--- config.mk ---
export PLATFORM = sky130hd
export DESIGN_NAME = output_realign
export DESIGN_NICKNAME = d
export VERILOG_FILES = /design/src/inc/realign_pkg.sv /design/src/hw/output_realign.sv /design/src/hw/pair_divider.sv /design/src/hw/delay_counter.sv
export VERILOG_INCLUDE_DIRS = /design/src /design/src/inc
export SDC_FILE = /design/constraint.sdc
export NUM_CORES = 1
export LEC_CHECK = 0
export BUFFER_PORTS_ARGS = -buffer_cell sky130_fd_sc_hd__buf_2
export CORE_AREA = 4 4 139 141
export CTS_BUF_LIST = sky130_fd_sc_hd__clkbuf_2
export CTS_CLUSTER_DIAMETER = 30
export DETAILED_ROUTE_END_ITERATION = 12
export DIE_AREA = 0 0 143 145
export GPL_ROUTABILITY_DRIVEN = 1
export MAX_ROUTING_LAYER = met4
export PLACE_DENSITY_LB_ADDON = 0.05
export SYNTH_ARGS = -nofsm -noshare
export SYNTH_HDL_FRONTEND = slang
export SYNTH_SLANG_ARGS = --single-unit
--- constraint.sdc ---
create_clock -name clock -period 6.4 [get_ports clock]
set_input_delay 0.96 -clock clock [delete_from_list [all_inputs] [get_ports clock]]
set_output_delay 0.96 -clock clock [all_outputs]
set_load 0.005 [all_outputs]
--- src/inc/realign_params.svh ---
// timing counts, field widths and reset values for the output realignment block
`ifndef REALIGN_PARAMS_SVH
`define REALIGN_PARAMS_SVH

`define PAIRS           3
`define DIV_W           11
`define DLY_W           4
`define CNT_W           6
`define FIXED_LOW_CYC   6'h05
`define FIXED_RISE_CYC  6'h05
`define SHOT_DELAY_CYC  6'h03
`define SHOT_WIDTH_CYC  6'h03
`define QUAL_EDGES      2'h2
`define SEL_PAIR_TWO    2'h1
`define SEL_PAIR_FOUR   2'h2
`define DIV_RESET       11'h00c
`define DLY_RESET       4'h5

`define ADR_CTRL        4'h0
`define ADR_STATUS      4'h1
`define ADR_PAIR0       4'h2
`define ADR_PAIR1       4'h3
`define ADR_PAIR2       4'h4
`define ADR_CAL         4'h5

`define CTRL_RESET      8'h01

`endif

--- src/inc/realign_pkg.sv ---
// types shared by the realignment block
package realign_pkg;
  typedef enum logic [2:0] {
    st_idle   = 3'h0,
    st_qual   = 3'h1,
    st_wait   = 3'h2,
    st_shot   = 3'h3,
    st_rise   = 3'h4
  } realign_state_t;
endpackage : realign_pkg

--- src/hw/output_realign.sv ---
// output-divider realignment: request capture, qualification, one-shot, restart
`timescale 1ns/1ns
`default_nettype none
`include "realign_params.svh"
module output_realign (
  input  wire logic        clock,        // distribution-path clock, 20 MHz model
  input  wire logic        rst,          // synchronous reset, active high
  input  wire logic        realign_pin,  // external realignment request pin
  input  wire logic        digital_lock_detect, // first-loop lock status
  input  wire logic        wb_cyc_i,     // wishbone cycle
  input  wire logic        wb_stb_i,     // wishbone strobe
  input  wire logic        wb_we_i,      // wishbone write enable
  input  wire logic [3:0]  wb_adr_i,     // wishbone word address
  input  wire logic [3:0]  wb_sel_i,     // wishbone byte selects
  input  wire logic [31:0] wb_dat_i,     // wishbone write data
  output logic [31:0]      wb_dat_o,     // wishbone read data
  output logic             wb_ack_o,     // wishbone acknowledge
  output logic [5:0]       clk_out,      // outputs, two per pair
  output logic             holdover      // holdover request from lock loss
);
  import realign_pkg::*;

  // pair divider settings
  function automatic logic [`CNT_W-1:0] rise_count(input logic [`DLY_W-1:0] d);
    rise_count = `FIXED_RISE_CYC + `CNT_W'(d);
  endfunction : rise_count

  logic [`DIV_W-1:0] div_q   [`PAIRS];
  logic [`DLY_W-1:0] dly_q   [`PAIRS];
  logic [`DLY_W-1:0] act_dly_q [`PAIRS];
  logic [`PAIRS-1:0] hs_q, excl_q, pd_q;
  logic [7:0]        ctrl_q;
  logic              qualify_by_output, realign_polarity_invert, realign_enable;
  logic              auto_realign, fb_enable, first_loop_lock_detect_disable;
  logic [1:0]        fb_select;
  logic              wr, rd_ack;
  logic              auto_req;
  realign_state_t    state_q;  // sequencer state, also shown in status

  assign realign_enable                 = ctrl_q[0];
  assign qualify_by_output              = ctrl_q[1];
  assign realign_polarity_invert        = ctrl_q[2];
  assign auto_realign                   = ctrl_q[3];
  assign fb_enable                      = ctrl_q[4];
  assign fb_select                      = ctrl_q[6:5];
  assign first_loop_lock_detect_disable = ctrl_q[7];

  assign wr = wb_cyc_i && wb_stb_i && wb_we_i && !wb_ack_o && wb_sel_i[0];

  // bus ack: one cycle after request, dropped the cycle after
  always_ff @(posedge clock) begin
    if (rst)
      wb_ack_o <= 1'b0;
    else
      wb_ack_o <= wb_cyc_i && wb_stb_i && !wb_ack_o;
  end

  // control register write
  always_ff @(posedge clock) begin
    if (rst)
      ctrl_q <= `CTRL_RESET;
    else if (wr && wb_adr_i == `ADR_CTRL)
      ctrl_q <= wb_dat_i[7:0];
  end

  // pair registers: divide [10:0], delay [14:11], half [15], excl [16], pd [17]
  always_ff @(posedge clock) begin
    if (rst) begin
      for (int i = 0; i < `PAIRS; i++) begin
        div_q[i] <= `DIV_RESET;
        dly_q[i] <= `DLY_RESET;
      end
      hs_q   <= '0;
      excl_q <= '0;
      pd_q   <= '0;
    end else if (wr) begin
      for (int i = 0; i < `PAIRS; i++) begin
        if (wb_adr_i == `ADR_PAIR0 + 4'(i)) begin
          div_q[i]  <= wb_dat_i[10:0];
          dly_q[i]  <= wb_dat_i[14:11];
          hs_q[i]   <= wb_dat_i[15];
          excl_q[i] <= wb_dat_i[16];
          pd_q[i]   <= wb_dat_i[17];
        end
      end
    end
  end

  // auto request on pair write, and always on calibration write
  always_ff @(posedge clock) begin
    if (rst)
      auto_req <= 1'b0;
    else
      auto_req <= wr && ((auto_realign && wb_adr_i >= `ADR_PAIR0 &&
                          wb_adr_i <= `ADR_PAIR2)
                         || wb_adr_i == `ADR_CAL);
  end

  // read mux
  always_ff @(posedge clock) begin
    if (rst)
      wb_dat_o <= '0;
    else if (wb_cyc_i && wb_stb_i && !wb_ack_o) begin
      case (wb_adr_i)
        `ADR_CTRL:   wb_dat_o <= {24'h0, ctrl_q};
        `ADR_STATUS: wb_dat_o <= {27'h0, holdover, digital_lock_detect,
                                  state_q};
        `ADR_PAIR0, `ADR_PAIR1, `ADR_PAIR2: begin
          wb_dat_o <= '0;
          for (int i = 0; i < `PAIRS; i++)
            if (wb_adr_i == `ADR_PAIR0 + 4'(i))
              wb_dat_o <= {14'h0, pd_q[i], excl_q[i], hs_q[i], dly_q[i], div_q[i]};
        end
        default:     wb_dat_o <= '0;
      endcase
    end
  end

  // request capture: pin xor polarity, registered, either edge taken as a request
  logic req_lvl_q, req_prev_q, req_edge;
  always_ff @(posedge clock) begin
    if (rst) begin
      req_lvl_q  <= 1'b0;
      req_prev_q <= 1'b0;
    end else begin
      req_lvl_q  <= realign_pin ^ realign_polarity_invert;
      req_prev_q <= req_lvl_q;
    end
  end
  // any toggle counts, so no pulse width is needed
  assign req_edge = (req_lvl_q != req_prev_q) || auto_req;

  // qualifying output selection and falling-edge detect
  logic [5:0] outs;
  logic       qual_clk, qual_prev_q, qual_fall;
  assign qual_clk  = (fb_select == `SEL_PAIR_FOUR) ? outs[4] :
                     (fb_select == `SEL_PAIR_TWO)  ? outs[2] : outs[0];
  assign qual_fall = qual_prev_q && !qual_clk;
  always_ff @(posedge clock) begin
    if (rst)
      qual_prev_q <= 1'b0;
    else
      qual_prev_q <= qual_clk;
  end

  // sequencer
  logic [1:0]     edges_q;
  logic           cnt_load, low_load, rise_load, low_done, shot_end, rise_done;
  logic [`CNT_W-1:0] cnt_val;
  logic [`PAIRS-1:0] hold_q, grp_q;
  logic [`CNT_W-1:0] rise_q [`PAIRS];

  delay_counter seq_cnt (
    .clock (clock),
    .rst   (rst),
    .load  (cnt_load),
    .count (cnt_val),
    .done  (shot_end)
  );
  delay_counter low_cnt (
    .clock (clock),
    .rst   (rst),
    .load  (low_load),
    .count (`FIXED_LOW_CYC),
    .done  (low_done)
  );

  assign cnt_load  = (state_q == st_wait && shot_end) ||
                     (state_q == st_qual && edges_q == `QUAL_EDGES - 2'h1 && qual_fall) ||
                     (state_q == st_idle && req_edge && realign_enable &&
                      !(qualify_by_output && fb_enable));
  assign cnt_val   = (state_q == st_wait) ? `SHOT_WIDTH_CYC : `SHOT_DELAY_CYC;
  assign low_load  = state_q == st_wait && shot_end;
  assign rise_load = state_q == st_shot && shot_end;
  assign rise_done = state_q == st_rise && grp_q == '0;

  always_ff @(posedge clock) begin
    if (rst) begin
      state_q <= st_idle;
      edges_q <= '0;
    end else begin
      case (state_q)
        st_idle: begin
          edges_q <= '0;
          if (req_edge && realign_enable) begin
            if (qualify_by_output && fb_enable)
              state_q <= st_qual;
            else
              state_q <= st_wait;
          end
        end
        st_qual: if (qual_fall) begin
          edges_q <= edges_q + 2'h1;
          if (edges_q == `QUAL_EDGES - 2'h1)
            state_q <= st_wait;
        end
        st_wait:  if (shot_end) state_q <= st_shot;
        st_shot:  if (shot_end) state_q <= st_rise;
        st_rise:  if (rise_done) state_q <= st_idle;
        default:  state_q <= st_idle;
      endcase
    end
  end

  // per-pair hold and restart counts
  always_ff @(posedge clock) begin
    if (rst) begin
      hold_q <= '0;
      grp_q  <= '0;
      for (int i = 0; i < `PAIRS; i++) begin
        rise_q[i]    <= '0;
        act_dly_q[i] <= `DLY_RESET;
      end
    end else begin
      for (int i = 0; i < `PAIRS; i++) begin
        if (low_done && !excl_q[i])
          hold_q[i] <= 1'b1;
        if (rise_load && !excl_q[i]) begin
          act_dly_q[i] <= dly_q[i];
          rise_q[i]    <= rise_count(dly_q[i]);
          grp_q[i]     <= 1'b1;
        end else if (grp_q[i]) begin
          if (rise_q[i] == `CNT_W'(1)) begin
            grp_q[i]  <= 1'b0;
            hold_q[i] <= 1'b0;
          end
          rise_q[i] <= rise_q[i] - `CNT_W'(1);
        end
      end
    end
  end

  // dividers; pair power-down also stops the pair
  for (genvar g = 0; g < `PAIRS; g++) begin : g_pair
    pair_divider div_u (
      .clock     (clock),
      .rst       (rst),
      .divide    (div_q[g]),
      .half_step (hs_q[g]),
      .hold_low  (hold_q[g] | pd_q[g]),
      .clk_out   (outs[2*g])
    );
    assign outs[2*g+1] = outs[2*g];
  end

  // registered outputs
  always_ff @(posedge clock) begin
    if (rst)
      clk_out <= '0;
    else
      clk_out <= outs;
  end

  // holdover on lost lock unless detection disabled
  always_ff @(posedge clock) begin
    if (rst)
      holdover <= 1'b0;
    else
      holdover <= !digital_lock_detect && !first_loop_lock_detect_disable;
  end
endmodule : output_realign
`default_nettype wire

--- src/hw/pair_divider.sv ---
// one output-pair divider with half-step and forced-low hold
`timescale 1ns/1ns
`default_nettype none
`include "realign_params.svh"
module pair_divider (
  input  wire logic              clock,     // distribution-path clock
  input  wire logic              rst,       // synchronous reset
  input  wire logic [`DIV_W-1:0] divide,    // divide ratio, 1 or more
  input  wire logic              half_step, // add half a path period of delay
  input  wire logic              hold_low,  // force output low and restart
  output var  logic              clk_out    // divided output, both edges
);
  logic [`DIV_W-1:0] cnt_q;
  logic              ph_q;
  logic              hs_q;
  logic [`DIV_W-1:0] half;

  assign half = divide >> 1;

  // counter: output high for ceil(div/2), low for floor(div/2)
  always_ff @(posedge clock) begin
    if (rst || hold_low) begin
      cnt_q <= '0;
      ph_q  <= 1'b0;
    end else if (cnt_q >= divide - `DIV_W'(1)) begin
      cnt_q <= '0;
      ph_q  <= 1'b1;
    end else begin
      cnt_q <= cnt_q + `DIV_W'(1);
      ph_q  <= (cnt_q + `DIV_W'(1)) < (divide - half);
    end
  end

  // half-step: retime on the falling edge, so it acts at once
  always_ff @(negedge clock) begin
    if (rst)
      hs_q <= 1'b0;
    else
      hs_q <= ph_q & ~hold_low;
  end

  assign clk_out = half_step ? hs_q : (ph_q & ~hold_low);
endmodule : pair_divider
`default_nettype wire

--- src/hw/delay_counter.sv ---
// down counter that flags when a loaded cycle count has elapsed
`timescale 1ns/1ns
`default_nettype none
`include "realign_params.svh"
module delay_counter (
  input  wire logic              clock, // distribution-path clock
  input  wire logic              rst,   // synchronous reset
  input  wire logic              load,  // start a count
  input  wire logic [`CNT_W-1:0] count, // cycles to wait, 1 or more
  output logic                   done   // one-cycle pulse at end of count
);
  logic [`CNT_W-1:0] left_q;
  logic              run_q;

  // run until the remaining count reaches one
  always_ff @(posedge clock) begin
    if (rst) begin
      left_q <= '0;
      run_q  <= 1'b0;
    end else if (load) begin
      left_q <= count;
      run_q  <= 1'b1;
    end else if (run_q) begin
      left_q <= left_q - `CNT_W'(1);
      run_q  <= left_q > `CNT_W'(1);
    end
  end

  assign done = run_q && left_q == `CNT_W'(1);
endmodule : delay_counter
`default_nettype wire

# Word level (Yosys, flattened, before mapping)
# Memory sizes are Yosys's and may differ from the RTL's.
# Cells that the tools add are included.
totals:
  ram_bits: 63
  in_bits: 47
  mem_count: 3
  elab_cells: 273
  register_bits: 124
memory_table:
  columns: ["memory", "depth", "word_bits", "read_ports", "rd_clocked_by_memory_dff", "write_ports", "line", "text"]
  rows:
  - ["div_q", 3, 11, 3, 0, 3, "output_realign.sv:28", "logic [`DIV_W-1:0] div_q [`PAIRS];"]
  - ["rise_q", 3, 6, 3, 0, 3, "output_realign.sv:151", "logic [`CNT_W-1:0] rise_q [`PAIRS];"]
  - ["dly_q", 3, 4, 3, 0, 3, "output_realign.sv:29", "logic [`DLY_W-1:0] dly_q [`PAIRS];"]
classes:
  order_cmp: 10
  eq_ne: 24
  n_addsub: 18
  n_reduce_logical: 61
  bitwise_logic: 22
  mux: 98
ops:
  columns: ["cell", "n"]
  rows:
  - ["32-bit one-hot mux with 3 select lines", 1]
  - ["1-bit two-way mux", 68]
  - ["32-bit two-way mux", 2]
  - ["6-bit two-way mux", 6]
  - ["11-bit by 1-bit adder with 11-bit output (second input constant)", 3]
  - ["11-bit greater-or-equal comparator", 3]
  - ["11-bit < comparator", 3]
  - ["11-bit two-way mux", 3]
  - ["11-bit by 1-bit subtractor with 11-bit output (second input constant)", 3]
  - ["11-bit by 10-bit subtractor with 11-bit output", 3]
  - ["6-bit by 1-bit == test with 1-bit output (second input constant)", 5]
  - ["6-bit by 1-bit subtractor with 6-bit output (second input constant)", 5]
  - ["1-bit logical AND", 29]
  - ["3-bit two-way mux", 8]
  - ["18-bit two-way mux", 1]
  - ["3-bit by 4-bit adder with 5-bit output (first input constant)", 3]
  - ["1-bit bitwise OR", 15]
  - ["3-bit one-hot mux with 5 select lines", 1]
  - ["6-bit by 1-bit > comparator with 1-bit output (second input constant)", 2]
  - ["4-bit two-way mux", 3]
  - ["2-bit OR reduction", 5]
  - ["4-bit by 2-bit == test with 1-bit output (second input constant)", 2]
  - ["4-bit by 3-bit == test with 1-bit output (second input constant)", 2]
  - ["1-bit zero test", 8]
  - ["24 further kinds", 49]

# Logic depth before layout (Yosys ltp)
logic_depth:
  ltp_word: 12
  depth_mapped: 15
  mapped_depth_nobuf: 15

# By module
# From an unflattened synthesis, not the netlist that was laid out.
unflattened:
  cells_unflattened: 1229
  hier_area_um2: 11872.6
by_module_without_submodules:
  columns: ["module", "seq_area_each_um2", "cells_per_inst", "area_each_um2", "instances"]
  rows:
  - ["output_realign", 2992.9, 505, 5666.7, 1]
  - ["pair_divider at g_pair[0].div_u ...", 260.2, 211, 1783.0, 2]
  - ["pair_divider at g_pair[2].div_u", 260.2, 208, 1824.2, 1]
  - ["delay_counter", 140.1, 47, 407.9, 2]

==> run metrics <==
Mapped Avg Cell Area=9.49 sq um; Compound-Gate Fraction of Synth Area=13.2%; worst slack at placement=1120 ps; total wire length=25000 um; xor-xnor portion of the synthesized cell area=8.24%; largest net degree at the start of global routing=50; Fin Setup TNS=0 ps; worst hold path class=primary input to register; Total GRT Usage=24.9%; CP required=7060 ps; PwrDens=188 nW/um^2; post-CTS setup buffer count=0; Simple-Gate Fraction of Synth Area=17.6%; Fin Hold WS=401 ps; ys flop type=dfxtp_1; CTS sink count=171; number of detailed-route iterations in the first pass=7; Finish-stage setup viols=0; Reg area=4050 sq um; Die Wd=143 um; Hold Startpoint=digital_lock_detect; full die area=20700 sq um; CTS Buf Count=17; CTS Hold Bufs=0; WP data arrival=5310 ps; Post-Syn Instances=1221; crit-path max FO=6; number of global-route vias before repair=8333; # rows=49; post-synthesis mux area share=3.92%; Crit Path Category=register to register; reg-to-reg startpoint=g_pair[1].div_u.hs_q$_SDFF_NP0_; Area after DPL=11900 sq um; adder-cell share of the synthesized area=16.7%; synth unique cells=83; initial antenna violation count=3; GPL Wtd Cong=0.853; Max-Cap Viols=0; grt total ovfl=0; Synth Warn #=0; nets@finish=1464; Starting Density=64.5%; RSZ-0062 raised after global routing=no; PortBufs=55; synth top area cells=dfxtp_1 19%, edfxtp_1 16%, ha_1 16%; via count=8667; io pins=87; most common cell in the netlist=ha_1; critical path launch point type=register; Post-DP HPWL=19400 um; post-synthesis sequential area ratio=35.0%; clk_lat worst skew=740 ps; die height=145 um; WL/cell=16.6 um; # DRC=0; area of the multi-input gates=6960 sq um; mapped cell area=11600 sq um; Post-CTS Resized=0; largest family of logic cells by synthesized area=simple AND/OR/NAND/NOR gates; reg2reg path depth=4; Clock transition at path regs=270 ps; first-pass GRT wire length=40700 um; share of the synthesized area in the top cell type=18.7%; Yosys top cell by area=dfxtp_1; Post-DRT Antenna Nets=0; layout cells sized above 1=9.79%; CTS tree=yes; hold-critical path endpoint=holdover$_SDFF_PP0_; hold depth=2; final instance area=12200 sq um; P&R area growth vs syn=5.64%; Final Max Slew Viols=0; Leak=5.31 nW; filler cell count=1492; drt via density=5.74; worst setup margin=1750 ps; Worst setup EP type=register; synthesis-stage register bit count=171; worst vdd ir=0.000134 V; Initial DRC Count=521; Post-synth ARST share=0%; CTS root buf=clkbuf_2; Worst R2R End=seq_cnt.left_q[1]$_SDFFE_PP0P_; most frequent cells after synthesis=150 x ha_1, 128 x nor2_1, 108 x dfxtp_1; Core Area=18000 sq um; CTS H-tree depth=4; worst slew pin tran=884 ps; final-report hold violation count=0; minimum setup slack among reg-to-reg paths=1750 ps; worst rel slew slack=40.8%; number of synthesized flops with an enable pin=63; outcome=finished clean; skew final=55.0 ps; CTS Buffer Depth=2
sequential cells by signal, indices dropped and copies added (netlist names), 6 cells and up:
signal              cells
ctrl_q                  8
div_q                  33
dly_q                  12
g_pair.div_u.cnt_q     33
low_cnt.left_q          6
rise_q                 18
seq_cnt.left_q          6
wb_dat_o               18
routing by layer:
metal | wire (um) | global-route usage (%) | up-vias
met5 | 0 | - | -
met4 | 364 | 5.99 | 0
met3 | 1450 | 5.13 | 28
met2 | 11700 | 39.6 | 212
met1 | 11500 | 32.6 | 4057
li1 | - | - | 4370
cells by family (layout without fill, tap and decap cells):
family | count (synthesis) | in the layout
xor+xnor | 109 | 109
fa+ha+maj | 153 | 153
simple gates | 393 | 393
flops | 171 | 171
buf+inv | 136 | 179
compound gates | 219 | 219
other cells | 1 | 17
mux | 39 | 39
worst max-delay path by stage:
| stage | endpoint | slack (ps) | from | cells past startpoint |
|---|---|---|---|---|
| floorplan | g_pair[0].div_u.hs_q$_SDFF_NP0_ | 1480 | rst | 3 |
| global placement | g_pair[0].div_u.hs_q$_SDFF_NP0_ | 1120 | rst | 3 |
| detailed placement | g_pair[0].div_u.hs_q$_SDFF_NP0_ | 1120 | rst | 3 |
| CTS | seq_cnt.left_q[1]$_SDFFE_PP0P_ | 1790 | g_pair[0].div_u.hs_q$_SDFF_NP0_ | 4 |
| global route | seq_cnt.run_q$_SDFF_PP0_ | 1630 | g_pair[2].div_u.hs_q$_SDFF_NP0_ | 4 |
| finish | seq_cnt.left_q[1]$_SDFFE_PP0P_ | 1750 | g_pair[1].div_u.hs_q$_SDFF_NP0_ | 4 |
metrics by stage:
step | util, % | cells | power [mW]
after floorplan | - | 1234 | 1.55
after global placement | 66.5 | 1472 | 1.64
after detailed placement | 66.5 | 1472 | 1.65
after CTS | 68.1 | 1506 | 2.32
after global routing | 68.1 | 1509 | 2.43
final | 68.1 | 1509 | 2.30
where the power goes:
part | leakage [nW] | switching, mW | total (mW) | internal, mW
Clock | 0.189 | 0.412 | 0.678 | 0.266
Combinational | 3.63 | 0.234 | 0.402 | 0.168
Sequential | 1.49 | 0.0507 | 1.22 | 1.17
critical path: stages (launching register included):
cell      delay (ps)
dfxtp_1          320
a21oi_1          110
a211o_2          380
a311oi_1         460
a21oi_1          120
placed cells by master, fill, tap and decap left out, types with 6 or more instances in the layout:
cell       synthesis  layout
nor3b_1           21      21
inv_1             83      85
o21bai_1           6       6
buf_2              7      55
nand2b_1          13      13
nand2_1           66      66
xnor2_1           68      68
a22oi_1            6       6
xor2_1            41      41
o211ai_1          10      10
a211oi_1          20      20
buf_4             17       6
a2111oi_0          7       7
nor3_1            21      21
ha_1             150     150
or3_1              7       7
o21ai_0           37      36
a21oi_1           62      62
edfxtp_1          63      63
mux2i_1           33      33
clkbuf_2           0      18
dfxtp_1          108     108
and2_1            19      19
nor2_1           128     128
and3_1            10      10
nor2b_1           35      35
a211oi_2           6       6
a21boi_0           7       7
o221ai_1           6       6
nand3_1           30      30
a21o_1             6       6
conb_1             1      14
final cells by class:
cell class	count	area share, %
Tap cell	229	2.34
Inverter	83	2.55
Clock inverter	17	1.65
Timing Repair Buffer	61	2.62
Antenna cell	3	0.0614
Sequential cell	171	33.1
Clock buffer	18	0.736
Multi-Input combinational cell	927	56.9
No activity file was read; power rests on OpenSTA's default activity.
